==> src/verilog/agc_params.svh <==
// constants for the gain control loop: address, reset values, codes and counts
`ifndef AGC_PARAMS_SVH
`define AGC_PARAMS_SVH

// ----------------------------------------------------------------
// register map
// ----------------------------------------------------------------
`define AGC_LOOP_SETUP_ADDR 6'h1d
`define AGC_LOOP_SETUP_RESET 8'h91
`define AGC_HYST_LSB 6
`define AGC_WAIT_LSB 4
`define AGC_HOLD_LSB 2
`define AGC_FILT_LSB 0

// ----------------------------------------------------------------
// hold policy codes
// ----------------------------------------------------------------
`define AGC_HOLD_NEVER 2'h0
`define AGC_HOLD_SYNC 2'h1
`define AGC_HOLD_ANALOG 2'h2
`define AGC_HOLD_ALL 2'h3

// ----------------------------------------------------------------
// counts, shifts, dB steps, gains and thresholds (thresholds in deviation units)
// ----------------------------------------------------------------
`define AGC_WAIT_UNIT 6'h08
`define AGC_FSK_SHIFT_BASE 3'h3
`define AGC_OOK_SHIFT 3'h4
`define AGC_OOK_STEP_DB 5'h04
`define AGC_RESET_BOUNDARY 5'h08
`define AGC_RESET_AVG_LEN 7'h10
`define AGC_GAIN_MAX 3'h7
`define AGC_GAIN_RESET 3'h7
`define AGC_HYST_HI 32'h06040302
`define AGC_HYST_LO 32'h0c080402

`endif

==> src/verilog/agc_pkg.sv <==
// types shared by the gain control loop
package agc_pkg;

  typedef enum logic {ST_ACCUM, ST_SETTLE} agc_state_t;

  typedef struct packed {
    logic [1:0] hyst;
    logic [1:0] waitSel;
    logic [1:0] holdPolicy;
    logic [1:0] filterSel;
  } agc_cfg_t;

  typedef struct packed {
    agc_state_t state;
    agc_cfg_t cfg;
    logic signed [13:0] accSum;
    logic [5:0] accCnt;
    logic [5:0] settleCnt;
    logic syncSeen;
    logic [2:0] analogGain;
    logic [2:0] digitalGain;
    logic [7:0] readData;
    logic [4:0] ookBoundaryDb;
    logic [6:0] avgLenSamples;
    logic settling;
    logic holdActive;
  } agc_regs_t;

endpackage

==> src/verilog/agc_loop_control.sv <==
// gain control loop with its setup register
`include "agc_params.svh"

module agc_loop_control (
  input wire logic clk,                  // 125 MHz receiver clock
  input wire logic reset,                // synchronous, active high
  input wire logic ce,                   // clock enable, freezes all state
  input wire logic [5:0] regAddr,        // register address
  input wire logic regWrite,             // write strobe
  input wire logic [7:0] regWdata,       // write data
  input wire logic sampleValid,          // channel filter sample strobe
  input wire logic signed [7:0] deviation, // magnitude deviation of sample
  input wire logic syncFound,            // sync word detected pulse
  input wire logic rxStart,              // new reception, releases sync hold
  input wire logic ookMode,              // high for on-off keying
  output logic [2:0] analogGain,         // analogue gain step
  output logic [2:0] digitalGain,        // digital gain step
  output logic settling,                 // waiting after a gain change
  output logic holdActive,               // both gains currently held
  output logic [7:0] readData,           // register read data
  output logic [4:0] ookBoundaryDb,      // OOK decision boundary in dB
  output logic [6:0] avgLenSamples       // active averaging length
);

  // ----------------------------------------------------------------
  // decode helpers
  // ----------------------------------------------------------------
  // settle length in samples: 8, 16, 24, 32
  function automatic logic [5:0] waitSamples(input logic [1:0] sel);
    waitSamples = 6'({4'h0, sel} + 6'h01) * `AGC_WAIT_UNIT;
  endfunction

  // average length as a shift; OOK uses a fixed length
  function automatic logic [2:0] avgShift(input logic [1:0] sel, input logic ook);
    avgShift = ook ? `AGC_OOK_SHIFT : (`AGC_FSK_SHIFT_BASE + {1'b0, sel});
  endfunction

  function automatic logic [4:0] boundaryDb(input logic [1:0] sel);
    boundaryDb = 5'({3'h0, sel} + 5'h01) * `AGC_OOK_STEP_DB;
  endfunction

  function automatic logic [7:0] hystByte(input logic [31:0] tbl, input logic [1:0] sel);
    hystByte = tbl[{sel, 3'h0} +: 8];
  endfunction

  agc_pkg::agc_regs_t r;
  agc_pkg::agc_regs_t n;
  logic frozenA;
  logic frozenD;
  logic decideNow;
  logic tooHigh;
  logic tooLow;
  logic signed [13:0] sum;
  logic signed [13:0] avg;
  logic [6:0] lenSamples;

  // ----------------------------------------------------------------
  // next state
  // ----------------------------------------------------------------
  // live config is read at each decision so a write acts on the next one
  always_comb
  begin
    n = r;
    frozenA = (r.cfg.holdPolicy == `AGC_HOLD_ANALOG) ||
              (r.cfg.holdPolicy == `AGC_HOLD_ALL) ||
              (r.cfg.holdPolicy == `AGC_HOLD_SYNC && r.syncSeen);
    frozenD = (r.cfg.holdPolicy == `AGC_HOLD_ALL) ||
              (r.cfg.holdPolicy == `AGC_HOLD_SYNC && r.syncSeen);
    lenSamples = 7'(7'h01 << avgShift(r.cfg.filterSel, ookMode));
    sum = r.accSum + 14'(deviation);
    avg = sum >>> avgShift(r.cfg.filterSel, ookMode);
    decideNow = ce && sampleValid && r.state == agc_pkg::ST_ACCUM &&
                ({1'b0, r.accCnt} == lenSamples - 7'h01);
    // dead zone bounds widen with the hysteresis code
    // bounds made signed: an unsigned bound would turn negative averages into huge ones
    tooHigh = avg > $signed(14'(hystByte(`AGC_HYST_HI, r.cfg.hyst)));
    tooLow = avg < -$signed(14'(hystByte(`AGC_HYST_LO, r.cfg.hyst)));
    if (ce)
    begin
      if (regWrite && regAddr == `AGC_LOOP_SETUP_ADDR)
      begin
        n.cfg = agc_pkg::agc_cfg_t'(regWdata);
      end
      n.readData = (regAddr == `AGC_LOOP_SETUP_ADDR) ? r.cfg : 8'h00;
      // a sync arriving with rxStart still counts
      if (syncFound)
      begin
        n.syncSeen = 1'b1;
      end
      else if (rxStart)
      begin
        n.syncSeen = 1'b0;
      end
      n.ookBoundaryDb = boundaryDb(r.cfg.filterSel);
      n.avgLenSamples = lenSamples;
      if (sampleValid)
      begin
        unique case (r.state)
          agc_pkg::ST_ACCUM:
          begin
            n.accSum = sum;
            n.accCnt = r.accCnt + 6'h01;
            if (decideNow)
            begin
              n.accSum = 14'sh0000;
              n.accCnt = 6'h00;
              // analogue gain first, digital picks up when analogue is held
              if (tooHigh && !frozenA && r.analogGain != 3'h0)
              begin
                n.analogGain = r.analogGain - 3'h1;
              end
              else if (tooHigh && !frozenD && r.digitalGain != 3'h0)
              begin
                n.digitalGain = r.digitalGain - 3'h1;
              end
              else if (tooLow && !frozenA && r.analogGain != `AGC_GAIN_MAX)
              begin
                n.analogGain = r.analogGain + 3'h1;
              end
              else if (tooLow && !frozenD && r.digitalGain != `AGC_GAIN_MAX)
              begin
                n.digitalGain = r.digitalGain + 3'h1;
              end
              if (n.analogGain != r.analogGain || n.digitalGain != r.digitalGain)
              begin
                n.state = agc_pkg::ST_SETTLE;
                n.settleCnt = waitSamples(r.cfg.waitSel);
              end
            end
          end
          agc_pkg::ST_SETTLE:
          begin
            n.settleCnt = r.settleCnt - 6'h01;
            if (r.settleCnt == 6'h01)
            begin
              n.state = agc_pkg::ST_ACCUM;
            end
          end
        endcase
      end
      n.settling = (n.state == agc_pkg::ST_SETTLE);
      n.holdActive = frozenA && frozenD;
    end
  end

  // ----------------------------------------------------------------
  // state register
  // ----------------------------------------------------------------
  always_ff @(posedge clk)
  begin
    if (reset)
    begin
      r <= '{state: agc_pkg::ST_ACCUM, cfg: `AGC_LOOP_SETUP_RESET,
             accSum: 14'sh0000, accCnt: 6'h00, settleCnt: 6'h00, syncSeen: 1'b0,
             analogGain: `AGC_GAIN_RESET, digitalGain: `AGC_GAIN_RESET,
             readData: 8'h00, ookBoundaryDb: `AGC_RESET_BOUNDARY,
             avgLenSamples: `AGC_RESET_AVG_LEN, settling: 1'b0, holdActive: 1'b0};
    end
    else
    begin
      r <= n;
    end
  end

  assign analogGain = r.analogGain;
  assign digitalGain = r.digitalGain;
  assign settling = r.settling;
  assign holdActive = r.holdActive;
  assign readData = r.readData;
  assign ookBoundaryDb = r.ookBoundaryDb;
  assign avgLenSamples = r.avgLenSamples;
endmodule // agc_loop_control

==> config.mk <==
export PLATFORM = sky130hd
export DESIGN_NAME = agc_loop_control
export DESIGN_NICKNAME = d
export VERILOG_FILES = /design/src/verilog/agc_pkg.sv /design/src/verilog/agc_loop_control.sv
export VERILOG_INCLUDE_DIRS = /design/src /design/src/verilog
export SDC_FILE = /design/constraint.sdc
export NUM_CORES = 1
export LEC_CHECK = 0
export ABC_CLOCK_PERIOD_IN_PS = 5200
export BUFFER_PORTS_ARGS = -buffer_cell sky130_fd_sc_hd__buf_2
export CORE_UTILIZATION = 54
export DETAILED_ROUTE_END_ITERATION = 10
export PLACE_DENSITY = 0.78
export SYNTH_ARGS = -nofsm -noshare
export SYNTH_HDL_FRONTEND = slang
export SYNTH_SLANG_ARGS = --single-unit
==> constraint.sdc <==
create_clock -name clk -period 5.2 [get_ports clk]
set_clock_uncertainty 0.15 [all_clocks]
set_input_delay 1.04 -clock clk [delete_from_list [all_inputs] [get_ports clk]]
set_output_delay 1.04 -clock clk [all_outputs]
set_load 0.05 [all_outputs]
==> results of run 1 <==
routing by layer:
layer	share of wire	track usage	up-vias
met2	0.47	0.476	202
met1	0.44	0.365	2375
met4	0.022	0.109	0
met3	0.066	0.0518	29
met5	0	0	-
li1	-	-	2439
registers in the layout, indices dropped and copies added, names as in the netlist:
signal and flops:
ookBoundaryDb 3, digitalGain 3, r 35, readData 8, holdActive 1, settling 1
analogGain 3, avgLenSamples 7
power groups by stage:
stage,Sequential [uW],Combinational (uW),Clock [uW]
5_1_grt,484,428,469
2_1_floorplan,492,246,0
3_3_place_gp,493,348,0
3_5_place_dp,494,358,0
6_report,483,394,442
4_1_cts,483,360,445
final cells by class:
type / instances / area share
inverters: 24 / 0.0158
flip-flops and latches: 61 / 0.214
clock buffers: 9 / 0.0217
repair buffers: 109 / 0.119
well taps: 108 / 0.0236
multi-input cells: 499 / 0.593
clock inverters: 7 / 0.0131
metrics by stage:
| stage | total power [uW] | setup slack [ns] | TNS, ns | util |
|---|---|---|---|---|
| detailed placement | 851 | -0.324 | -2.95 | 0.613 |
| global placement | 841 | -0.161 | -1.29 | 0.613 |
| floorplan | 737 | 0.206 | 0 | - |
| finish | 1320 | 0.183 | 0 | 0.652 |
| CTS | 1290 | 0.000540 | 0 | 0.635 |
| global route | 1380 | -0.0435 | -0.116 | 0.652 |
worst max-delay path: stages:
cell and delay [ns]:
buf_2 0.10, ha_1 0.20, buf_4 0.14, a21o_1 0.22, a221oi_4 0.45, o21a_2 0.23, mux2i_1 0.10, o32ai_1 0.42
o21ai_1 0.17, ha_1 0.33, o21ai_1 0.08, inv_1 0.05, o21ai_1 0.14, o2111ai_1 0.16, a2111oi_2 0.29, and3_4 0.27
buf_4 0.12, o41a_1 0.30, buf_4 0.16, a31oi_1 0.08, nor2_1 0.11
cells in the mapped netlist, types with 8 or more instances:
| cell | number | area, sq um |
|---|---|---|
| nor3_1 | 21 | 105 |
| dfxtp_1 | 61 | 1220 |
| mux2i_1 | 13 | 130 |
| o21ai_0 | 27 | 135 |
| a21o_1 | 9 | 67.6 |
| xnor2_1 | 9 | 78.8 |
| inv_1 | 23 | 86.3 |
| ha_1 | 38 | 475 |
| nand2b_1 | 8 | 50.1 |
| nor2_1 | 57 | 214 |
| buf_4 | 26 | 195 |
| a211oi_1 | 9 | 67.6 |
| clkbuf_1 | 25 | 93.8 |
| nand3_1 | 35 | 175 |
| nor2b_1 | 15 | 93.8 |
| nand2_1 | 53 | 199 |
| a21oi_1 | 61 | 305 |
timing repair:
action                                  in CTS  in global routing
endpoints found under the setup margin       0                 13
setup buffers                                0                  5
gates resized for setup                      0                 26
cell usage in the layout, fill, tap and decap left out, types with 23 or more instances in the layout:
cell type  instances
a21oi_1           59
buf_2             55
buf_4             54
dfxtp_1           61
ha_1              37
inv_1             23
nand2_1           52
nand3_1           35
nor2_1            57
o21ai_0           23
final timing paths:
path / slack [ns] / endpoint / from
setup reg to reg: 0.61 / analogGain[0] / r[55]
setup / recovery: 0.18 / r[29] / deviation[0]
hold reg to reg: 0.31 / r[50] / r[50]
hold / removal: 0.31 / r[50] / r[50]
kinds of logic (layout without fill, tap and decap cells):
logic type	Yosys count	after routing	share of synthesized area
and+or+nand+nor	232	232	0.230
other	1	7	0.000761
AOI/OAI and AO/OA	189	189	0.267
muxes	17	17	0.0355
xor gates and xnor gates	15	15	0.0267
DFF	61	61	0.248
adders and majority gates	39	39	0.101
buffers and inverters	87	149	0.0911
==> impl_metrics.json, run 1 <==
{
  "power.leakage_uw": 0.00245,
  "grt_pass1_vias": 4765,
  "p_int_uw": 870,
  "cts_buffers": 9,
  "nets": 773,
  "place.gp.congestion": 0.950,
  "die-height_um": 97.5,
  "ys_seq_elements": 61,
  "powerDensity_nw_per_um2": 231,
  "fin_area_sq_um": 5720,
  "dp_hpwl_um": 9840,
  "irDropWorstVdd_v": 0.000178,
  "grt_max_degree": 58,
  "rows": 34,
  "criticalPathCategory": "primary input to flop",
  "overflow": 0,
  "yosysSeqAreaShare": 0.248,
  "synth_area_per_cell_sq_um": 7.69,
  "switching_power_uw": 448,
  "initial_core_util": 0.562,
  "vias_per_cell": 6.18,
  "fmax_mhz": 199,
  "netlist_instances": 641,
  "yosysWarningCount": 0,
  "p_clk_frac": 0.335,
  "swShare": 0.340,
  "root_buffer": "clkbuf_8",
  "final_cells": 817,
  "critPathCaptureType": "flop",
  "port_buffers": 55,
  "antenna_cells": 0,
  "cp.arrival_ns": 5.16,
  "finalCriticalPeriod_ns": 5.02,
  "period_share": 0.965,
  "floorplan.die.width_um": 97.5,
  "fillers": 784,
  "clk_pin_slew_ns": 0.09,
  "drc": 0,
  "cts_tree": "built",
  "clock_sinks": 61,
  "synth_ff_type": "dfxtp_1",
  "drtAntennaViolNets": 0,
  "multiInputGateArea_sq_um": 3390,
  "async_flop_share": 0,
  "grt_use_total": 0.285,
  "hold_buffers": 0,
  "relSlewSlack": 0.340,
  "dr.pass1.iters": 5,
  "dp_cells": 796,
  "placed_cell_area_sq_um": 5370,
  "regArea_sq_um": 1220,
  "outcome": "finished, final reports clean",
  "grt_pass1_wl_um": 22300,
  "core_area_sq_um": 8760,
  "finalWirelength_um": 13600,
  "tightest_slew_ns": 0.986,
  "reg2regPathDepth": 16,
  "hold_violations": 0,
  "synth_cell_types": 83,
  "required_ns": 5.34,
  "cap_viol_max_count": 0,
  "drive_gt1_frac": 0.231,
  "vias": 5045,
  "wire_per_inst_um": 16.6,
  "h-tree-depth": 3,
  "cp_max_fo": 6,
  "boundaryPins": 58,
  "cts_buffer_depth": 2,
  "hold_ws_ns": 0.311,
  "clk_latency_ns": 0.36,
  "hold_path_class": "flop to flop",
  "synth_area_sq_um": 4930,
  "drt_iter0_drc": 432,
  "hold_path_depth": 2,
  "power_frac_comb": 0.298,
  "cp-start-kind": "primary input",
  "antenna_found_initial": 0,
  "dieArea_sq_um": 9510,
  "report.final.slew_viol_count": 0,
  "seqPwrFrac": 0.366,
  "setup_viol_count_final": 0,
  "area_delta_synth_final_pct": 16.0,
  "synth_edf_count": 0
}
Note: power is estimated with default switching activity, not from simulation.
==> run 2: changes to the inputs <==
ABC_AREA = 0   (was default)
CORE_UTILIZATION = 35   (was 54)
PLACE_DENSITY = default   (was 0.78)
==> run 2 against run 1 <==
Sequential cell count stayed put. Register-to-register slack barely moved. Combinational power hardly changed. Wire length rose by 3.2%. Sequential power about the same. Via count down 1.7%. Clock power grew 36%. Non-clock buffer count increased by 17. Total power up 12%. Hold slack got worse by 0.0094 ns. Critical path depth is 3 lower. Cell area up 5.2%. Highest routed layer unchanged.
==> impl_metrics.json, run 2 (synthesized netlist as in run 1, its figures left out) <==
{
  "place.gp.congestion": 0.932,
  "cp.arrival_ns": 5.12,
  "cts_tree": "built",
  "critPathBufInv": 1,
  "boundaryPins": 58,
  "root_buffer": "clkbuf_16",
  "swShare": 0.306,
  "vias": 4961,
  "dieArea_sq_um": 14600,
  "cpMaxStageDelayCell": "or4_2",
  "grt.busiest_layer": "met2",
  "seqPwrFrac": 0.327,
  "h-tree-depth": 3,
  "hold_path_class": "flop to flop",
  "cap_viol_max_count": 0,
  "clk_pin_slew_ns": 0.06,
  "antenna_cells": 0,
  "cp-start-kind": "primary input",
  "largest_reg_flops": 35,
  "die-height_um": 121,
  "power_frac_comb": 0.268,
  "drive_gt1_frac": 0.251,
  "hold_ws_ns": 0.302,
  "grt_max_degree": 58,
  "power.leakage_uw": 0.00258,
  "outcome": "finished, final reports clean",
  "dr.pass1.iters": 4,
  "core_area_sq_um": 13500,
  "path_delay_family": "compound AO/OA/AOI/OAI gates",
  "finalCriticalPeriod_ns": 5.02,
  "switching_power_uw": 452,
  "port_buffers": 55,
  "cpPeakStageDelay_ns": 0.54,
  "worstHoldStart": "r[41]",
  "period_share": 0.965,
  "cp_max_fo": 5,
  "required_ns": 5.31,
  "crit_start": "deviation[1]",
  "clock_sinks": 61,
  "initial_core_util": 0.365,
  "timing.rr.start": "r[55]",
  "vias_per_cell": 5.50,
  "dp_hpwl_um": 10400,
  "overflow": 0,
  "layout_setup_ws_ns": 0.184,
  "criticalPathCategory": "primary input to flop",
  "clk_latency_ns": 0.34,
  "drt_iter0_drc": 242,
  "floorplan.die.width_um": 121,
  "most-common-layout-cells": "buf_4, dfxtp_1, a21oi_1, nor2_1, buf_2",
  "tightest_slew_ns": 0.829,
  "p_int_uw": 1030,
  "wire_per_inst_um": 15.5,
  "critPathMostFrequentCell": "ha_1",
  "finalWirelength_um": 14000,
  "setup_viol_count_final": 0,
  "grt_use_met1": 0.256,
  "met3_usage": 0.0335,
  "grtUsageMet2": 0.330,
  "cts_buffers": 9,
  "max_flop_register": "r",
  "nets": 790,
  "critPathCaptureType": "flop",
  "drtAntennaViolNets": 0,
  "antenna_found_initial": 0,
  "hold_violations": 0,
  "p_clk_frac": 0.405,
  "final_common_cell": "buf_4",
  "place_ws_ns": -0.365,
  "drc": 0,
  "fin_area_sq_um": 6010,
  "report.final.slew_viol_count": 0,
  "fillers": 1324,
  "placed_cell_area_sq_um": 5590,
  "relSlewSlack": 0.447,
  "grt_use_total": 0.199,
  "area_delta_synth_final_pct": 22.0,
  "rows": 42,
  "critical_path.cell_chain": "buf_2 -> ha_1 -> a21o_1 -> a221oi_4 -> o21ai_2 -> or4_2 -> o211ai_1 -> a211o_1 -> o21ai_1 -> ha_1 -> o21a_1 -> o21ai_0 -> a211oi_1 -> or2_2 -> a31oi_2 -> o221ai_2 -> mux2_4 -> a221oi_2",
  "grt_pass1_vias": 4793,
  "powerDensity_nw_per_um2": 246,
  "cts_buffer_depth": 2,
  "irDropWorstVdd_v": 0.000153,
  "tns_ns": 0,
  "fmax_mhz": 199,
  "grt_pass1_wl_um": 23200
}
-- run 2: power by group through the flow --
| stage | logic, uW | clock network, uW | registers [uW] |
|---|---|---|---|
| 5_1_grt | 438 | 632 | 485 |
| 3_3_place_gp | 372 | 0 | 494 |
| 3_5_place_dp | 376 | 0 | 494 |
| 2_1_floorplan | 246 | 0 | 492 |
| 6_report | 397 | 600 | 484 |
| 4_1_cts | 378 | 614 | 484 |
-- run 2: worst paths after layout --
kind,endpoint,depth (start not counted),slack (ns)
hold reg to reg,r[41],2,0.30
hold / removal,r[41],2,0.30
setup / recovery,analogGain[0],18,0.18
setup reg to reg,analogGain[0],16,0.60
-- run 2: cell type report --
class | count | area (sq um) | area share
clock inverters | 7 | 72.6 | 0.0121
clock buffers | 9 | 225 | 0.0375
repair buffers | 126 | 808 | 0.134
inverters | 24 | 90.1 | 0.0150
multi-input cells | 499 | 3380 | 0.561
flip-flops and latches | 61 | 1220 | 0.203
well taps | 176 | 220 | 0.0366
-- run 2: worst reg2reg max path, delay by kind of cell, from the launching register on --
kind,cells,cell delay (ns)
simple gates,3,1.41
buf+inv,1,0.13
flops,1,0.32
fa+ha+maj,2,0.79
compound gates,9,1.36
mux,1,0.35
-- run 2: timing repair --
item | in CTS | in global routing
setup buffers | 0 | 4
hold buffers | 0 | 0
resized for setup | 0 | 26
setup endpoints to repair | 0 | 13
-- run 2: layer usage --
metal,part of all wire,wire length [um],vias to the layer above
met5,0,0,-
met4,0.016,218,0
met3,0.040,560,15
met2,0.47,6610,102
met1,0.47,6610,2372
li1,-,-,2472
-- run 2: through the flow --
stage	util	std cells	power, uW
final	0.445	902	1480
after global routing	0.445	902	1550
after CTS	0.436	898	1480
after detailed placement	0.414	882	870
after global placement	0.414	882	865
after floorplan	-	647	737
==> run 3: changes to the inputs <==
PLACE_DENSITY = 0.64   (was default)
==> run 3 against run 2 <==
Die area did not move. Total power rose by 3.5%. Clock-buffer cell count rose by 2. Cell area fell by 1.5%. Via count fell by 0.44%. Critical path type unchanged.
==> impl_metrics.json, run 3 (synthesized netlist as in run 1, its figures left out) <==
{
  "wire_per_inst_um": 15.7,
  "power.leakage_uw": 0.00253,
  "vias": 4939,
  "area_delta_synth_final_pct": 20.2,
  "finalWirelength_um": 14000,
  "finalCriticalPeriod_ns": 4.97,
  "tightest_slew_ns": 1.03,
  "period_share": 0.955,
  "boundaryPins": 58,
  "floorplan.die.width_um": 121,
  "grt_pass1_wl_um": 22900,
  "hold_ws_ns": 0.310,
  "dieArea_sq_um": 14600,
  "h-tree-depth": 3,
  "report.final.slew_viol_count": 0,
  "rows": 42,
  "antenna_cells": 0,
  "cts_buffers": 9,
  "fin_util": 0.438,
  "criticalPathCategory": "primary input to flop",
  "hold_violations": 0,
  "drt_iter0_drc": 323,
  "cts_buffer_depth": 2,
  "clk_pin_slew_ns": 0.06,
  "irDropWorstVdd_v": 0.000134,
  "final_common_cell": "buf_4",
  "fillers": 1327,
  "setup_viol_count_final": 0,
  "hold_buffers": 0,
  "nets": 781,
  "cp-start-kind": "primary input",
  "max_flop_register": "r",
  "drtAntennaViolNets": 0,
  "place.gp.congestion": 0.942,
  "dp_cells": 876,
  "die-height_um": 121,
  "final_cells": 893,
  "antenna_found_initial": 0,
  "most-common-layout-cells": "buf_4, a21oi_1, dfxtp_1, nor2_1, buf_2",
  "grt_max_degree": 58,
  "port_buffers": 55,
  "cts_tree": "built",
  "core_area_sq_um": 13500,
  "tns_ns": 0,
  "drc": 0,
  "vias_per_cell": 5.53,
  "cp_max_fo": 5,
  "outcome": "finished, final reports clean",
  "cap_viol_max_count": 0,
  "dp_hpwl_um": 10500,
  "cp.arrival_ns": 5.02,
  "drive_gt1_frac": 0.223,
  "overflow": 0,
  "clock_sinks": 61,
  "powerDensity_nw_per_um2": 259,
  "root_buffer": "clkbuf_16",
  "grt_use_total": 0.198,
  "total_power_uw": 1530,
  "clk_latency_ns": 0.34,
  "initial_core_util": 0.365,
  "hold_path_class": "flop to flop",
  "grt_pass1_vias": 4667,
  "critPathCaptureType": "flop",
  "dr.pass1.iters": 5,
  "largest_reg_flops": 35,
  "fmax_mhz": 201,
  "required_ns": 5.25,
  "relSlewSlack": 0.314
}
==> run 3: changes by cell type in the layout (fill, tap and decap cells not counted), moves of 2 or more <==
cell	before	now
clkinv_2	2	0
buf_4	71	62
o21ai_0	21	24
o41ai_1	1	3
inv_6	2	0
o41ai_2	2	0
o21ai_1	7	4
==> run 3: critical path, cell delays in order <==
cell	delay (ns)
buf_2	0.08
ha_1	0.15
inv_1	0.05
fa_1	0.38
nand2b_1	0.21
a21oi_1	0.15
buf_4	0.15
o211ai_1	0.12
a211oi_2	0.27
o211ai_1	0.11
a211o_1	0.35
o21ai_0	0.19
ha_1	0.27
o21a_1	0.12
o21ai_1	0.13
a211oi_1	0.05
or2_2	0.31
a31oi_4	0.21
o221ai_2	0.18
o41ai_1	0.33
o311ai_1	0.16
==> run 3: final timing paths <==
check               startpoint       endpoint  slack (ns)  cells after the start
hold reg to reg          r[47]          r[47]        0.31                      2
hold / removal           r[47]          r[47]        0.31                      2
setup / recovery  deviation[0]  analogGain[2]        0.23                     21
setup reg to reg         r[55]  analogGain[2]        0.64                     16
==> run 3: layout make-up <==
cell class	instances	area (sq um)	area share
Multi-Input combinational cell	499	3320	0.561
Sequential cell	61	1220	0.206
Timing Repair Buffer	117	741	0.125
Clock buffer	11	243	0.0410
Tap cell	176	220	0.0372
Inverter	24	90.1	0.0152
Clock inverter	5	83.8	0.0142
==> run 3: metal layers <==
metal,up-vias,GRT usage,routed length [um]
met4,0,0.0710,265
met3,19,0.0349,579
li1,2454,-,-
met1,2332,0.261,6610
met2,134,0.321,6560
met5,-,0,0
==> run 3: stage by stage <==
stage / instance area (sq um) / setup slack, ns
after floorplan: 4950 / 0.206
after global placement: 5550 / -0.207
after detailed placement: 5550 / -0.358
after CTS: 5870 / 0.0449
after global routing: 5920 / -0.0124
final: 5920 / 0.235
==> run 3: report_power, final <==
part / internal, uW / switching, uW
sequential: 477 / 6.70
clock: 433 / 230
combinational: 171 / 215
==> run 3: timing repair <==
action,in CTS,in global routing
endpoints found under the hold margin,0,0
cloned,0,0
setup buffers,0,1
endpoints found under the setup margin,1,13
pin swaps,0,4
resized for setup,1,10
